### src/hdl/key_matrix_scanner_consts.svh
// Purpose: Constants for the key matrix scanner.
// Assumes: 40 MHz system clock.
// Notes:   Timing counts are in system clock cycles.
`ifndef KEY_MATRIX_SCANNER_CONSTS_SVH
`define KEY_MATRIX_SCANNER_CONSTS_SVH
`define KMS_NUM_SCAN        8
`define KMS_NUM_RETURN      4
`define KMS_NUM_OTHER_SEG   63
`define KMS_STROBE_LOW_CYC  16
`define KMS_SAMPLE_POINT    12
`define KMS_STROBE_GAP_CYC  4
`define KMS_LOAD_DELAY      2
`define KMS_REQ_LEAD        2
`define KMS_CYCLE_GAP_CYC   64
`define KMS_KEY_RESET       8'h00
`define KMS_KEY_RET_LSB     4
`define KMS_KEY_SCAN_LSB    0
`endif

### src/hdl/key_matrix_scanner_pkg.sv
// Purpose: Types for the key matrix scanner.
// Assumes: Constants header is present.
// Notes:   Holds types only.
package key_matrix_scanner_pkg;
	typedef struct packed
	{
		logic [7:0] strobe_drive;
		logic       strobe_active;
		logic       pullup_en;
		logic       other_idle;
		logic       shared_idle;
	} pin_ctrl_t;

	typedef enum logic [4:0]
	{
		ST_IDLE   = 5'b00001,
		ST_LOW    = 5'b00010,
		ST_GAP    = 5'b00100,
		ST_LOAD   = 5'b01000,
		ST_REST   = 5'b10000
	} scan_state_t;
endpackage

### src/hdl/key_encoder.sv
// Purpose: Turns a 32-bit key image into the 8-bit key data field.
// Assumes: Key image bit r*8+s is set when return r meets scan s.
// Notes:   Combinational; the caller registers the result.
`timescale 1ns/1ps
`include "key_matrix_scanner_consts.svh"
module key_encoder
(
	input  wire logic [31:0] key_image_in,
	output logic      [7:0]  key_code_out,
	output logic             any_key_out
);
	// A pressed key sets its return bit and its scan code; keys in one scan column
	// roll over cleanly, keys on different columns cannot be encoded uniquely.
	function automatic logic [7:0] encode(input logic [31:0] img);
		logic [3:0] ret;
		logic [2:0] scan;
		ret  = 4'h0;
		scan = 3'h0;
		for (int r = 0; r < 4; r++)
		begin
			for (int s = 0; s < 8; s++)
			begin
				if (img[r*8+s])
				begin
					ret[r] = 1'b1;
					scan   = 3'(s);
				end
			end
		end
		return {ret, 1'b0, scan};
	endfunction

	// Encoding and presence detection.
	assign key_code_out = (key_image_in == 32'h0000_0000) ? `KMS_KEY_RESET : encode(key_image_in);
	assign any_key_out  = |key_image_in;
endmodule

### src/hdl/key_matrix_scanner.sv
// Purpose: Scans a 4x8 key matrix over shared segment pins and latches the key code.
// Assumes: Return inputs are asynchronous pins; host read_busy is on sys_clk_in.
// Notes:   Strobes are active low; a pressed key pulls its return line low.
// Function
// RQ1: Scan four return lines against eight scan lines and capture all 32 switches.
// RQ2: Raise the key request output when a pressed key is detected.
// RQ3: Drop the key request output at least 2 clocks before the next scan cycle begins.
// RQ4: Hold an all-zero key register when no key is operated.
// RQ5: Never update the key register while the host is reading it.
// RQ6: Load the key register 2 clocks after a scan cycle ends and hold it until the next starts.
// RQ7: Emit the strobes on the first eight segment pins only between segment drive periods.
// RQ8: Enable return-input pull-ups only inside the keyscan window while scanning is on.
// RQ9: Hold segments nine to seventy-one at the idle level during the keyscan window.
// RQ10: Apply the keyscan on or off mode that the host selects.
// RQ11: With scanning off, stop detection and pull-ups and idle every segment in the window.
// RQ12: Sample the return inputs three quarters into each strobe's low period.
// RQ13: Capture simultaneous presses correctly under roll-over conditions; the code encodes them uniquely only within one scan column.
// RQ14: Present the captured key data as an 8-bit field for the serial interface.
// RQ15: Set only the return and scan bits that identify the pressed switch.
// RQ16: Keep the key request output low through a cycle that finds no pressed key.
`timescale 1ns/1ps
`include "key_matrix_scanner_consts.svh"
module key_matrix_scanner
	import key_matrix_scanner_pkg::*;
#(
	parameter int STROBE_LOW_CYC = `KMS_STROBE_LOW_CYC,
	parameter int SAMPLE_POINT   = `KMS_SAMPLE_POINT,
	parameter int STROBE_GAP_CYC = `KMS_STROBE_GAP_CYC,
	parameter int CYCLE_GAP_CYC  = `KMS_CYCLE_GAP_CYC
)
(
	input  wire logic                                 sys_clk_in,
	input  wire logic                                 reset_in,
	input  wire logic                                 scan_enable_in,
	input  wire logic                                 read_busy_in,
	input  wire logic [3:0]                           return_inputs_in,
	output logic      [7:0]                           key_data_out,
	output logic                                      key_request_out,
	output logic      [7:0]                           scan_strobes_out,
	output logic                                      keyscan_window_out,
	output logic                                      return_pullup_en_out,
	output logic                                      shared_scan_segments_idle_out,
	output logic                                      other_segment_outputs_idle_out
);
	import key_matrix_scanner_pkg::*;

	localparam int CNT_W = 8;

	scan_state_t      state_q;
	scan_state_t      state_d;
	logic [CNT_W-1:0] cnt_q;
	logic [CNT_W-1:0] cnt_d;
	logic [2:0]       col_q;
	logic [2:0]       col_d;
	logic [3:0]       ret_meta_q;
	logic [3:0]       ret_sync_q;
	logic [1:0]       tap_q;
	logic [5:0]       tap_col_q;
	logic [31:0]      image_q;
	logic [31:0]      image_d;
	logic             mode_q;
	logic [7:0]       key_q;
	logic             req_q;
	logic [7:0]       strobes_q;
	logic             window_q;
	logic             pullup_q;
	logic             shared_idle_q;
	logic             other_idle_q;
	pin_ctrl_t        pins_d;
	logic [7:0]       enc_code;
	logic             enc_any;
	logic             sample_tap;
	logic             sample_now;
	logic             low_done;
	logic             gap_done;
	logic             rest_done;
	logic             load_now;
	logic             req_drop;
	logic             in_window;

	// Two flip-flops on the asynchronous return pins; only the second stage is read.
	// The sample tap and its column ride two stages as well, so they meet the pin value they belong to.
	always_ff @(posedge sys_clk_in)
	begin
		if (reset_in)
		begin
			ret_meta_q <= 4'hf;
			ret_sync_q <= 4'hf;
			tap_q      <= 2'b00;
			tap_col_q  <= 6'h00;
		end
		else
		begin
			ret_meta_q <= return_inputs_in;
			ret_sync_q <= ret_meta_q;
			tap_q      <= {tap_q[0], sample_tap};
			tap_col_q  <= {tap_col_q[2:0], col_q};
		end
	end

	// Counter landmarks inside each phase.
	// The tap marks the clock in which the strobe pin has been low SAMPLE_POINT clocks.
	assign sample_tap = (state_q == ST_LOW) && (cnt_q == CNT_W'(SAMPLE_POINT)) && mode_q; // RQ12
	assign sample_now = tap_q[1];
	assign low_done   = (state_q == ST_LOW) && (cnt_q == CNT_W'(STROBE_LOW_CYC - 1));
	assign gap_done   = (state_q == ST_GAP) && (cnt_q == CNT_W'(STROBE_GAP_CYC - 1));
	assign load_now   = (state_q == ST_LOAD) && (cnt_q == CNT_W'(`KMS_LOAD_DELAY - 1)); // RQ6
	assign rest_done  = (state_q == ST_REST) && (cnt_q == CNT_W'(CYCLE_GAP_CYC - 1));
	// The request falls a fixed lead ahead of the next cycle so the host sees a clean edge.
	assign req_drop   = (state_q == ST_REST) && (cnt_q == CNT_W'(CYCLE_GAP_CYC - 1 - `KMS_REQ_LEAD)); // RQ3
	assign in_window  = (state_q == ST_LOW) || (state_q == ST_GAP);

	// Scan sequencer next state; the mode is latched once per cycle so a mid-cycle change waits.
	always_comb
	begin
		state_d = state_q;
		cnt_d   = cnt_q + CNT_W'(1);
		col_d   = col_q;
		case (state_q)
			ST_IDLE:
			begin
				state_d = ST_LOW;
				cnt_d   = '0;
				col_d   = 3'h0;
			end
			ST_LOW:
			begin
				if (low_done)
				begin
					state_d = ST_GAP;
					cnt_d   = '0;
				end
			end
			ST_GAP:
			begin
				if (gap_done)
				begin
					cnt_d = '0;
					if (col_q == 3'h7)
					begin
						state_d = ST_LOAD;
					end
					else
					begin
						state_d = ST_LOW;
						col_d   = col_q + 3'h1; // RQ1
					end
				end
			end
			ST_LOAD:
			begin
				if (load_now)
				begin
					state_d = ST_REST;
					cnt_d   = '0;
				end
			end
			ST_REST:
			begin
				if (rest_done)
				begin
					state_d = ST_IDLE;
					cnt_d   = '0;
				end
			end
			default:
			begin
				state_d = ST_IDLE;
				cnt_d   = '0;
			end
		endcase
	end

	always_ff @(posedge sys_clk_in)
	begin
		if (reset_in)
		begin
			state_q <= ST_IDLE;
			cnt_q   <= '0;
			col_q   <= 3'h0;
		end
		else
		begin
			state_q <= state_d;
			cnt_q   <= cnt_d;
			col_q   <= col_d;
		end
	end

	// Mode follows the host selection at each cycle start only.
	always_ff @(posedge sys_clk_in)
	begin
		if (reset_in)
			mode_q <= 1'b0;
		else if (state_q == ST_IDLE)
			mode_q <= scan_enable_in; // RQ10
	end

	// Key image: cleared at cycle start, each column sampled at its strobe's three-quarter point.
	// Samples from several returns in one column accumulate, which is the roll-over case we support.
	always_comb
	begin
		image_d = image_q;
		if (state_q == ST_IDLE)
			image_d = 32'h0000_0000;
		else if (sample_now && mode_q) // RQ11
		begin
			for (int r = 0; r < `KMS_NUM_RETURN; r++)
			begin
				image_d[r*8 + int'(tap_col_q[5:3])] = ~ret_sync_q[r]; // RQ13
			end
		end
	end

	always_ff @(posedge sys_clk_in)
	begin
		if (reset_in)
			image_q <= 32'h0000_0000;
		else
			image_q <= image_d;
	end

	key_encoder u_encoder
	(
		.key_image_in (image_q),
		.key_code_out (enc_code),
		.any_key_out  (enc_any)
	);

	// Key register loads after the cycle ends unless the host is mid-read, then holds.
	always_ff @(posedge sys_clk_in)
	begin
		if (reset_in)
			key_q <= `KMS_KEY_RESET; // RQ4
		else if (load_now && !read_busy_in) // RQ5
			key_q <= enc_code; // RQ15
	end

	// Request rises with a found key at load time and falls ahead of the next cycle.
	always_ff @(posedge sys_clk_in)
	begin
		if (reset_in)
			req_q <= 1'b0;
		else if (req_drop || state_q == ST_IDLE)
			req_q <= 1'b0; // RQ16
		else if (load_now && enc_any && mode_q)
			req_q <= 1'b1; // RQ2
	end

	// Pin control for the window; strobes only exist between segment drive periods.
	assign pins_d.strobe_active = (state_q == ST_LOW) && mode_q;
	assign pins_d.strobe_drive  = pins_d.strobe_active ? ~(8'h01 << col_q) : 8'hff; // RQ7
	assign pins_d.pullup_en     = in_window && mode_q; // RQ8
	assign pins_d.other_idle    = in_window; // RQ9
	assign pins_d.shared_idle   = in_window && !mode_q; // RQ11

	always_ff @(posedge sys_clk_in)
	begin
		if (reset_in)
		begin
			strobes_q     <= 8'hff;
			window_q      <= 1'b0;
			pullup_q      <= 1'b0;
			shared_idle_q <= 1'b0;
			other_idle_q  <= 1'b0;
		end
		else
		begin
			strobes_q     <= pins_d.strobe_drive;
			window_q      <= in_window;
			pullup_q      <= pins_d.pullup_en;
			shared_idle_q <= pins_d.shared_idle;
			other_idle_q  <= pins_d.other_idle;
		end
	end

	// Outputs are the registers themselves.
	assign key_data_out                   = key_q; // RQ14
	assign key_request_out                = req_q;
	assign scan_strobes_out               = strobes_q;
	assign keyscan_window_out             = window_q;
	assign return_pullup_en_out           = pullup_q;
	assign shared_scan_segments_idle_out  = shared_idle_q;
	assign other_segment_outputs_idle_out = other_idle_q;

	// Request is low in the last two clocks before a cycle begins.
	a_req_low_lead: assert property (@(posedge sys_clk_in) disable iff (reset_in) // RQ3
		(state_q == ST_IDLE) |-> !req_q && $past(!req_q))
		else $error("Request still high near cycle start.");

	// A request may only rise at the load step with a key found.
	a_req_rise_cause: assert property (@(posedge sys_clk_in) disable iff (reset_in) // RQ2
		$rose(req_q) |-> $past(load_now) && $past(enc_any) && $past(mode_q))
		else $error("Request rose without a key.");

	// Found key at load raises the request next edge.
	a_req_on_key: assert property (@(posedge sys_clk_in) disable iff (reset_in) // RQ2
		(load_now && enc_any && mode_q) |=> req_q)
		else $error("Request missing for a key.");

	// A load that finds no key leaves the request low.
	a_req_no_key: assert property (@(posedge sys_clk_in) disable iff (reset_in) // RQ16
		(load_now && !enc_any) |=> !req_q)
		else $error("Request raised with no key.");

	// Key register unchanged while the host reads.
	a_key_hold_read: assert property (@(posedge sys_clk_in) disable iff (reset_in) // RQ5
		read_busy_in |=> $stable(key_q))
		else $error("Key register changed during a read.");

	// Key register only changes right after the load step.
	a_key_load_time: assert property (@(posedge sys_clk_in) disable iff (reset_in) // RQ6
		!$stable(key_q) |-> $past(load_now))
		else $error("Key register changed outside the load step.");

	// No pull-ups and no strobes while scanning is off.
	a_off_quiet: assert property (@(posedge sys_clk_in) disable iff (reset_in) // RQ11
		(!mode_q && $past(!mode_q)) |-> !pullup_q && (strobes_q == 8'hff))
		else $error("Scan activity with scanning off.");

	// Pull-ups only inside the window.
	a_pullup_window: assert property (@(posedge sys_clk_in) disable iff (reset_in) // RQ8
		pullup_q |-> window_q)
		else $error("Pull-up outside the keyscan window.");

	// Other segments idle exactly in the window.
	a_other_idle: assert property (@(posedge sys_clk_in) disable iff (reset_in) // RQ9
		other_idle_q == window_q)
		else $error("Other segments not idle in the window.");

	// Strobes are one-cold and only in the window.
	a_strobe_onehot: assert property (@(posedge sys_clk_in) disable iff (reset_in) // RQ7
		(strobes_q != 8'hff) |-> window_q && $onehot(~strobes_q))
		else $error("Bad strobe pattern.");

	// A sample carries the pin value from the three-quarter point of a low strobe with pull-ups on.
	a_sample_point: assert property (@(posedge sys_clk_in) disable iff (reset_in) // RQ12
		sample_now |-> $past((state_q == ST_LOW) && (cnt_q == CNT_W'(SAMPLE_POINT))
			&& !strobes_q[col_q] && pullup_q, 2))
		else $error("Sample outside the low period.");
endmodule

### config.mk
export PLATFORM = sky130hd
export DESIGN_NAME = key_matrix_scanner
export DESIGN_NICKNAME = d
export VERILOG_FILES = /design/src/hdl/key_matrix_scanner_pkg.sv /design/src/hdl/key_encoder.sv /design/src/hdl/key_matrix_scanner.sv
export VERILOG_INCLUDE_DIRS = /design/src /design/src/hdl
export SDC_FILE = /design/constraint.sdc
export NUM_CORES = 1
export LEC_CHECK = 0
export ABC_AREA = 1
export BUFFER_PORTS_ARGS = -buffer_cell sky130_fd_sc_hd__clkbuf_2
export CAP_MARGIN = 25
export CELL_PAD_IN_SITES_DETAIL_PLACEMENT = 0
export CELL_PAD_IN_SITES_GLOBAL_PLACEMENT = 1
export CORE_MARGIN = 2
export CORE_UTILIZATION = 39
export DETAILED_ROUTE_END_ITERATION = 8
export PLACE_DENSITY_LB_ADDON = 0.1
export SLEW_MARGIN = 20
export SYNTH_ARGS = -nofsm -noshare
export SYNTH_HDL_FRONTEND = slang
export SYNTH_SLANG_ARGS = --single-unit
### constraint.sdc
create_clock -name sys_clk_in -period 2.1 [get_ports sys_clk_in]
set_clock_uncertainty 0.2 [all_clocks]
set_input_delay 0.42 -clock sys_clk_in [delete_from_list [all_inputs] [get_ports sys_clk_in]]
set_output_delay 0.42 -clock sys_clk_in [all_outputs]
set_load 0.005 [all_outputs]
==> flow_results.xml, run 1 <==
<?xml version="1.0" encoding="UTF-8"?>
<metrics>
  <group name="outcome">
    <metric name="run_status" unit="">finished, violations left</metric>
    <metric name="violations" unit="">negative setup slack</metric>
  </group>
  <group name="final_layout">
    <metric name="finish.cell_count_without_fillers" unit="">615</metric>
    <metric name="syn_to_final_growth" unit="%">24.18</metric>
    <metric name="drive_above_1_share" unit="">0.2643</metric>
    <metric name="num_antenna_cells" unit="">0</metric>
    <metric name="fin_area" unit="mm^2">0.004337</metric>
    <metric name="num-nets-final" unit="">519</metric>
  </group>
  <group name="sta">
    <metric name="fmaxAchievable" unit="GHz">0.4506</metric>
    <metric name="slew_viol_final" unit="">0</metric>
    <metric name="setup_ws" unit="ns">-0.1194</metric>
    <metric name="rsz0062_at_grt" unit="">yes</metric>
    <metric name="setup_violations" unit="">1</metric>
    <metric name="finalCriticalPeriod" unit="ns">2.219</metric>
    <metric name="report.final.hold_viol_count" unit="">0</metric>
    <metric name="finalCritPeriodShare" unit="">1.057</metric>
  </group>
  <group name="logic_synthesis">
    <metric name="synth_compound_gate_area_share" unit="">0.1412</metric>
    <metric name="synth_cell_type_count" unit="">32</metric>
    <metric name="synth-simple-area-share" unit="">0.2071</metric>
    <metric name="synth_top_family_by_area" unit="">simple AND/OR/NAND/NOR gates</metric>
    <metric name="synth-xor-area-share" unit="">0.007524</metric>
    <metric name="synth.mux.area_fraction" unit="">0</metric>
    <metric name="post-synth-top-area-fraction" unit="">0.4815</metric>
    <metric name="synth_edf_count" unit="">0</metric>
    <metric name="synth.yosys.warnings" unit="">0</metric>
    <metric name="yosysTopAreaCell" unit="">dfxtp_1</metric>
    <metric name="synth.most_common_cell" unit="">dfxtp_1</metric>
    <metric name="synthesis.area" unit="mm^2">0.003492</metric>
    <metric name="postSynthRegisterBits" unit="">84</metric>
    <metric name="yosys-top-cells-count" unit="">dfxtp_1 (84), nand2_1 (77), a21oi_1 (43)</metric>
    <metric name="netlist_top_cells_area" unit="">dfxtp_1 (48%), nand2_1 (8.3%), a21oi_1 (6.2%), o21ai_1 (5.9%), bufinv_8 (4.5%)</metric>
    <metric name="syn-num-nets" unit="">459</metric>
    <metric name="post_synth_top_flop" unit="">dfxtp_1</metric>
    <metric name="synth_fa_ha_area_frac" unit="">0.03225</metric>
    <metric name="synthesis.area_per_instance" unit="um^2">7.901</metric>
    <metric name="synthArstFlopShare" unit="">0</metric>
    <metric name="synth.yosys.seq_area_share" unit="">0.4815</metric>
    <metric name="synthCells" unit="">442</metric>
  </group>
  <group name="floorplan">
    <metric name="die_h" unit="um">98.63</metric>
    <metric name="fp.dieW" unit="um">98.63</metric>
    <metric name="pin_count" unit="">29</metric>
    <metric name="initial_core_util" unit="">0.4004</metric>
    <metric name="core_region_area" unit="mm^2">0.008721</metric>
    <metric name="die_area" unit="mm^2">0.009727</metric>
    <metric name="num_rows" unit="">34</metric>
  </group>
  <group name="critical_path">
    <metric name="crit_path_max_fanout" unit="">2</metric>
    <metric name="timing.critical_path.arrival" unit="ns">2.33</metric>
    <metric name="endpoint_kind" unit="">flip-flop</metric>
    <metric name="setup.worst_path.start_class" unit="">flip-flop</metric>
    <metric name="cpMaxStageDelayCell" unit="">dfxtp_2</metric>
    <metric name="max_stage_delay" unit="ns">0.33</metric>
    <metric name="cp_data_required_time" unit="ns">2.21</metric>
    <metric name="cp_common_cell" unit="">nand2_1</metric>
    <metric name="path_class" unit="">flip-flop to flip-flop</metric>
  </group>
  <group name="cts">
    <metric name="cts_root_buffer" unit="">clkbuf_8</metric>
    <metric name="clk_path_buf_depth" unit="">2</metric>
    <metric name="clock_tree_from_tritoncts" unit="">done</metric>
    <metric name="worstSkewPairLatency" unit="ns">0.36</metric>
    <metric name="post_cts_hold_buffer_count" unit="">0</metric>
    <metric name="numClockSinks" unit="">84</metric>
    <metric name="cts_buffers" unit="">9</metric>
    <metric name="htreeDepth" unit="">3</metric>
    <metric name="clk_pin_slew" unit="ns">0.10</metric>
  </group>
  <group name="job">
    <metric name="cap_violations" unit="">0</metric>
  </group>
  <group name="detailed_routing">
    <metric name="vias" unit="">2909</metric>
    <metric name="drc_errors" unit="">0</metric>
    <metric name="first_pass_drt_iterations" unit="">4</metric>
    <metric name="drt_wl_total" unit="um">7878</metric>
    <metric name="wire_per_inst" unit="um">12.81</metric>
    <metric name="detailedRoute.firstIterationViolations" unit="">85</metric>
    <metric name="via_per_inst" unit="">4.730</metric>
    <metric name="antenna_left" unit="">0</metric>
  </group>
  <group name="placement">
    <metric name="numPlacedInstances" unit="">594</metric>
    <metric name="post-dp-hpwl" unit="um">5632</metric>
    <metric name="placed_area" unit="mm^2">0.003933</metric>
    <metric name="port_buffers" unit="">27</metric>
    <metric name="finalWeightedCongestion" unit="">0.8180</metric>
  </group>
  <group name="min_path">
    <metric name="worstHoldPathType" unit="">input port to flip-flop</metric>
  </group>
  <group name="pwr">
    <metric name="ir_worst_vdd" unit="mV">0.3495</metric>
    <metric name="power_leakage" unit="nW">1.836</metric>
    <metric name="post-layout-total-power" unit="mW">3.668</metric>
    <metric name="power-per-cell-area" unit="mW/mm^2">845.8</metric>
  </group>
  <group name="global_route">
    <metric name="track_usage" unit="">0.1721</metric>
    <metric name="grt_antenna_before_repair" unit="">0</metric>
    <metric name="pin_count_of_the_biggest_net_entering_global_routing" unit="">33</metric>
    <metric name="grt_pass1_wl" unit="um">13220</metric>
    <metric name="globalRouteOverflowTotal" unit="">0</metric>
    <metric name="first_global_vias" unit="">2774</metric>
  </group>
</metrics>
==> routing by layer <==
| layer | vias up | part of all wire | track usage |
|---|---|---|---|
| met5 | - | 0 | 0 |
| met4 | 0 | 0.017 | 0.06955 |
| met3 | 12 | 0.029 | 0.03333 |
| met2 | 30 | 0.48 | 0.2737 |
| met1 | 1317 | 0.47 | 0.2309 |
| li1 | 1550 | - | - |
==> cells by family (layout without fill, tap and decap cells) <==
kind of cell,after synthesis,after routing
and+or+nand+nor,168,168
other,1,1
DFF,84,84
AOI/OAI and AO/OA,94,94
xor gates and xnor gates,3,3
adders and majority gates,9,9
buffers and inverters,83,148
==> registers in the layout, summed over array words and instances, names as in the netlist, 2 cells and up <==
register	cells
ret_sync_q	4
cnt_q	8
col_q	3
tap_col_q	6
tap_q	2
key_data_out	7
ret_meta_q	4
image_q	32
state_q	5
scan_strobes_out	8
==> worst max-delay path: cells and delay by family, from the launching register on <==
kind	cells	cell delay [ns]
buffers and inverters	1	0.04
flip-flops	1	0.33
AND/OR/NAND/NOR	31	1.48
AO/OA/AOI/OAI	1	0.11
==> area by class of cell <==
type                    count  area [um^2]
clock buffers               9        123.9
clock inverters             7        82.58
fillers                   885         4384
inverters                  74        401.6
multi-input cells         275         1503
flip-flops and latches     84         1694
well taps                 108        135.1
repair buffers             58        396.6
==> per-stage QoR <==
stage | util | setup TNS (ns) | hold slack [ns] | setup slack, ns
after global routing | 0.4973 | -1.079 | 0.02095 | -0.5365
final | 0.4973 | -0.1194 | 0.03172 | -0.1194
after floorplan | - | 0 | 0.1832 | 0.09115
after detailed placement | 0.4509 | -0.07572 | 0.1879 | -0.07572
after global placement | 0.4509 | -0.06998 | 0.1912 | -0.06998
after CTS | 0.4750 | -0.1063 | 0.01995 | -0.1063
==> path summary, 6_finish.rpt <==
kind / slack, ns / from / to / depth (start not counted)
setup / recovery: -0.12 / image_q[2]$_SDFFE_PP0P_ / key_data_out[0]$_SDFFE_PP0P_ / 33
setup reg to reg: -0.12 / image_q[2]$_SDFFE_PP0P_ / key_data_out[0]$_SDFFE_PP0P_ / 33
hold / removal: 0.03 / return_inputs_in[2] / ret_meta_q[2]$_SDFF_PP1_ / 2
hold reg to reg: 0.20 / tap_col_q[0]$_SDFF_PP0_ / tap_col_q[3]$_SDFF_PP0_ / 2
==> what timing repair did <==
action                                 CTS  global route
pin swaps                                0             9
gates resized for setup                  2            38
endpoints found under the hold margin    0             0
setup buffers                            0             5
setup endpoints to repair                3            18
==> cell usage in the layout (no fill, tap or decap), types with 6 or more instances in the layout <==
cell type and count:
clkbuf_8 9, dfxtp_1 78, inv_2 19, buf_4 28, nor2_1 38, nand3_1 21, nand2_1 72, o21ai_1 39
inv_1 36, a21oi_1 43, nor4_1 6, ha_1 8, clkbuf_2 27, bufinv_8 9, clkinv_1 10
==> where the power goes <==
part / internal, mW / total (mW) / switching, mW
clock: 0.566 / 1.20 / 0.637
sequential: 1.66 / 1.70 / 0.0419
combinational: 0.305 / 0.767 / 0.462
(Power assumes the default switching activity.)
==> run 2, diff against run 1 <==
--- a/config.mk
+++ b/config.mk
@@ -9,12 +9,11 @@
 export ABC_AREA = 1
 export BUFFER_PORTS_ARGS = -buffer_cell sky130_fd_sc_hd__clkbuf_2
 export CAP_MARGIN = 25
-export CELL_PAD_IN_SITES_DETAIL_PLACEMENT = 0
-export CELL_PAD_IN_SITES_GLOBAL_PLACEMENT = 1
 export CORE_MARGIN = 2
-export CORE_UTILIZATION = 39
+export CORE_UTILIZATION = 53
 export DETAILED_ROUTE_END_ITERATION = 8
-export PLACE_DENSITY_LB_ADDON = 0.1
+export HOLD_SLACK_MARGIN = 0.05
+export PLACE_DENSITY = 0.75
 export SLEW_MARGIN = 20
 export SYNTH_ARGS = -nofsm -noshare
 export SYNTH_HDL_FRONTEND = slang
==> constraint.sdc (replaced) <==
create_clock -name sys_clk_in -period 1.9 [get_ports sys_clk_in]
set_clock_uncertainty 0.2 [all_clocks]
set_input_delay 0.38 -clock sys_clk_in [delete_from_list [all_inputs] [get_ports sys_clk_in]]
set_output_delay 0.38 -clock sys_clk_in [all_outputs]
set_load 0.005 [all_outputs]
==> flow_results.xml, run 2 (synthesized netlist as in run 1, its figures left out) <==
<?xml version="1.0" encoding="UTF-8"?>
<metrics>
  <group name="final_layout">
    <metric name="num-nets-final" unit="">545</metric>
    <metric name="drive_above_1_share" unit="">0.3452</metric>
    <metric name="commonest_non_fill_non_tap_cell_in_the_layout" unit="">dfxtp_1</metric>
    <metric name="fin_area" unit="mm^2">0.004662</metric>
    <metric name="num_antenna_cells" unit="">0</metric>
    <metric name="syn_to_final_growth" unit="%">33.50</metric>
    <metric name="largest_reg_flops" unit="">32</metric>
    <metric name="final_cell_mix" unit="">dfxtp_1 (75), nand2_1 (70), buf_4 (43), o21ai_1 (38), a21oi_1 (37)</metric>
    <metric name="max_flop_register" unit="">image_q</metric>
  </group>
  <group name="pwr">
    <metric name="cell_internal_pwr" unit="mW">2.918</metric>
    <metric name="ir_worst_vdd" unit="mV">0.7891</metric>
    <metric name="comb_power_share" unit="">0.253</metric>
    <metric name="power_leakage" unit="nW">2.015</metric>
    <metric name="pwr-share-clk" unit="">0.309</metric>
    <metric name="power_switching" unit="mW">1.407</metric>
    <metric name="share_seq_of_total_power" unit="">0.438</metric>
    <metric name="netSwitchingFraction" unit="">0.3253</metric>
    <metric name="post-layout-total-power" unit="mW">4.325</metric>
    <metric name="power-per-cell-area" unit="mW/mm^2">927.6</metric>
  </group>
  <group name="placement">
    <metric name="finalWeightedCongestion" unit="">0.8258</metric>
    <metric name="post-dp-hpwl" unit="um">5638</metric>
    <metric name="placed_area" unit="mm^2">0.004060</metric>
    <metric name="port_buffers" unit="">27</metric>
  </group>
  <group name="sta">
    <metric name="finalHoldWorstSlack" unit="ns">0.1382</metric>
    <metric name="report.final.hold_viol_count" unit="">0</metric>
    <metric name="slew_viol_final" unit="">0</metric>
    <metric name="finalCriticalPeriod" unit="ns">2.226</metric>
    <metric name="setup_ws" unit="ns">-0.3259</metric>
    <metric name="finalCritPeriodShare" unit="">1.172</metric>
    <metric name="slew_headroom" unit="">0.6604</metric>
    <metric name="setup_violations" unit="">16</metric>
    <metric name="timing_worst_slew_pin_value" unit="ns">0.5047</metric>
    <metric name="fmaxAchievable" unit="GHz">0.4493</metric>
    <metric name="rsz0062_at_grt" unit="">yes</metric>
  </group>
  <group name="detailed_routing">
    <metric name="first_pass_drt_iterations" unit="">5</metric>
    <metric name="drc_errors" unit="">0</metric>
    <metric name="antenna_left" unit="">0</metric>
    <metric name="via_per_inst" unit="">5.423</metric>
    <metric name="drt_wl_total" unit="um">9564</metric>
    <metric name="wire_per_inst" unit="um">15.68</metric>
    <metric name="vias" unit="">3308</metric>
    <metric name="detailedRoute.firstIterationViolations" unit="">319</metric>
  </group>
  <group name="critical_path">
    <metric name="cp_data_required_time" unit="ns">2.00</metric>
    <metric name="cpMaxStageDelayCell" unit="">dfxtp_2</metric>
    <metric name="endpoint_kind" unit="">flip-flop</metric>
    <metric name="cp_common_cell" unit="">nand2_1</metric>
    <metric name="path_class" unit="">flip-flop to flip-flop</metric>
    <metric name="crit_path_max_fanout" unit="">2</metric>
    <metric name="critical_path.reg2reg.endpoint" unit="">key_data_out[0]$_SDFFE_PP0P_</metric>
    <metric name="setup.worst_path.start_class" unit="">flip-flop</metric>
    <metric name="max_stage_delay" unit="ns">0.33</metric>
    <metric name="timing.critical_path.arrival" unit="ns">2.33</metric>
    <metric name="r2r_start" unit="">image_q[2]$_SDFFE_PP0P_</metric>
    <metric name="r2r_setup_slack" unit="ns">-0.33</metric>
    <metric name="worst_r2r_path_depth" unit="">33</metric>
  </group>
  <group name="global_route">
    <metric name="grt_antenna_before_repair" unit="">0</metric>
    <metric name="grt_pass1_wl" unit="um">13350</metric>
    <metric name="pin_count_of_the_biggest_net_entering_global_routing" unit="">33</metric>
    <metric name="globalRouteOverflowTotal" unit="">0</metric>
    <metric name="first_global_vias" unit="">2946</metric>
    <metric name="track_usage" unit="">0.2375</metric>
  </group>
  <group name="cts">
    <metric name="cts_buffers" unit="">9</metric>
    <metric name="cts_root_buffer" unit="">clkbuf_8</metric>
    <metric name="clock_tree_from_tritoncts" unit="">done</metric>
    <metric name="numClockSinks" unit="">84</metric>
    <metric name="clk_pin_slew" unit="ns">0.09</metric>
    <metric name="htreeDepth" unit="">3</metric>
    <metric name="clk_path_buf_depth" unit="">2</metric>
    <metric name="worstSkewPairLatency" unit="ns">0.36</metric>
  </group>
  <group name="min_path">
    <metric name="worstHoldPathType" unit="">input port to flip-flop</metric>
    <metric name="hold_depth" unit="">3</metric>
    <metric name="worstHoldEndpoint" unit="">mode_q$_SDFFE_PP0P_</metric>
    <metric name="hold_start" unit="">scan_enable_in</metric>
  </group>
  <group name="outcome">
    <metric name="run_status" unit="">finished, violations left</metric>
    <metric name="violations" unit="">negative setup slack</metric>
  </group>
  <group name="floorplan">
    <metric name="pin_count" unit="">29</metric>
    <metric name="initial_core_util" unit="">0.5500</metric>
    <metric name="num_rows" unit="">29</metric>
    <metric name="core_region_area" unit="mm^2">0.006350</metric>
    <metric name="die_area" unit="mm^2">0.007254</metric>
    <metric name="die_h" unit="um">85.17</metric>
    <metric name="fp.dieW" unit="um">85.17</metric>
  </group>
  <group name="job">
    <metric name="cap_violations" unit="">0</metric>
  </group>
</metrics>
## run 2: changes by cell type in the layout (fill, tap and decap cells not counted), sizes merged
cell         previous run  this run
clkinv                 12        11
clkbuf                 36        37
buf                    31        52
inv                    57        58
dlygate4sd3             0         4
## run 2: metal layers
layer	track usage	part of all wire	wire length [um]
met5	0	0	0
met4	0.1371	0.036	343
met3	0.04475	0.055	525
met2	0.4148	0.52	4947
met1	0.2696	0.39	3747
## run 2: layout make-up
cell class                 count  area, um^2
fill                         452        1688
multi-input combinational    275        1635
tap                           77       96.34
clock inverter                 7       82.58
inverter                      74       404.1
clock buffer                   9       123.9
timing repair buffer          84       619.3
sequential                    84        1700
## run 2: what timing repair did
action / 4_1_cts / 5_1_grt
buffers inserted: 2 / 3
hold buffers: 4 / 0
resized for setup: 20 / 59
endpoints found under the hold margin: 4 / 0
cloned: 0 / 2
pin swaps: 8 / 20
endpoints found under the setup margin: 19 / 56
## run 2: power groups by stage
stage	registers, mW	logic (mW)	clock network (mW)
4_1_cts	1.88	0.841	1.35
3_5_place_dp	1.92	0.747	0
3_3_place_gp	1.91	0.721	0
2_1_floorplan	1.91	0.465	0
5_1_grt	1.90	1.18	1.44
6_report	1.89	1.10	1.34
## run 2: how the worst max path moves through the flow
stage | from | to | depth (start not counted)
finish | image_q[2]$_SDFFE_PP0P_ | key_data_out[0]$_SDFFE_PP0P_ | 33
global route | image_q[2]$_SDFFE_PP0P_ | key_data_out[0]$_SDFFE_PP0P_ | 33
CTS | image_q[2]$_SDFFE_PP0P_ | key_data_out[0]$_SDFFE_PP0P_ | 33
detailed placement | image_q[2]$_SDFFE_PP0P_ | key_data_out[0]$_SDFFE_PP0P_ | 33
global placement | image_q[2]$_SDFFE_PP0P_ | key_data_out[0]$_SDFFE_PP0P_ | 33
floorplan | image_q[2]$_SDFFE_PP0P_ | key_data_out[0]$_SDFFE_PP0P_ | 33
## run 2: metrics by stage
step | setup TNS, ns | utilization | instances | worst slack, ns
4_1_cts | -0.3438 | 0.6932 | 605 | -0.3255
3_3_place_gp | -0.8785 | 0.6394 | 583 | -0.2334
5_1_grt | -3.303 | 0.7342 | 610 | -0.5787
2_1_floorplan | -0.1019 | - | 442 | -0.1019
6_report | -1.228 | 0.7342 | 610 | -0.3259
3_5_place_dp | -1.812 | 0.6394 | 583 | -0.3087
## run 2: critical path, delay by kind of cell, from the launching register on
| kind | cells | cell delay, ns |
|---|---|---|
| AND/OR/NAND/NOR | 31 | 1.48 |
| flip-flops | 1 | 0.33 |
| AO/OA/AOI/OAI | 1 | 0.11 |
| buffers and inverters | 1 | 0.05 |
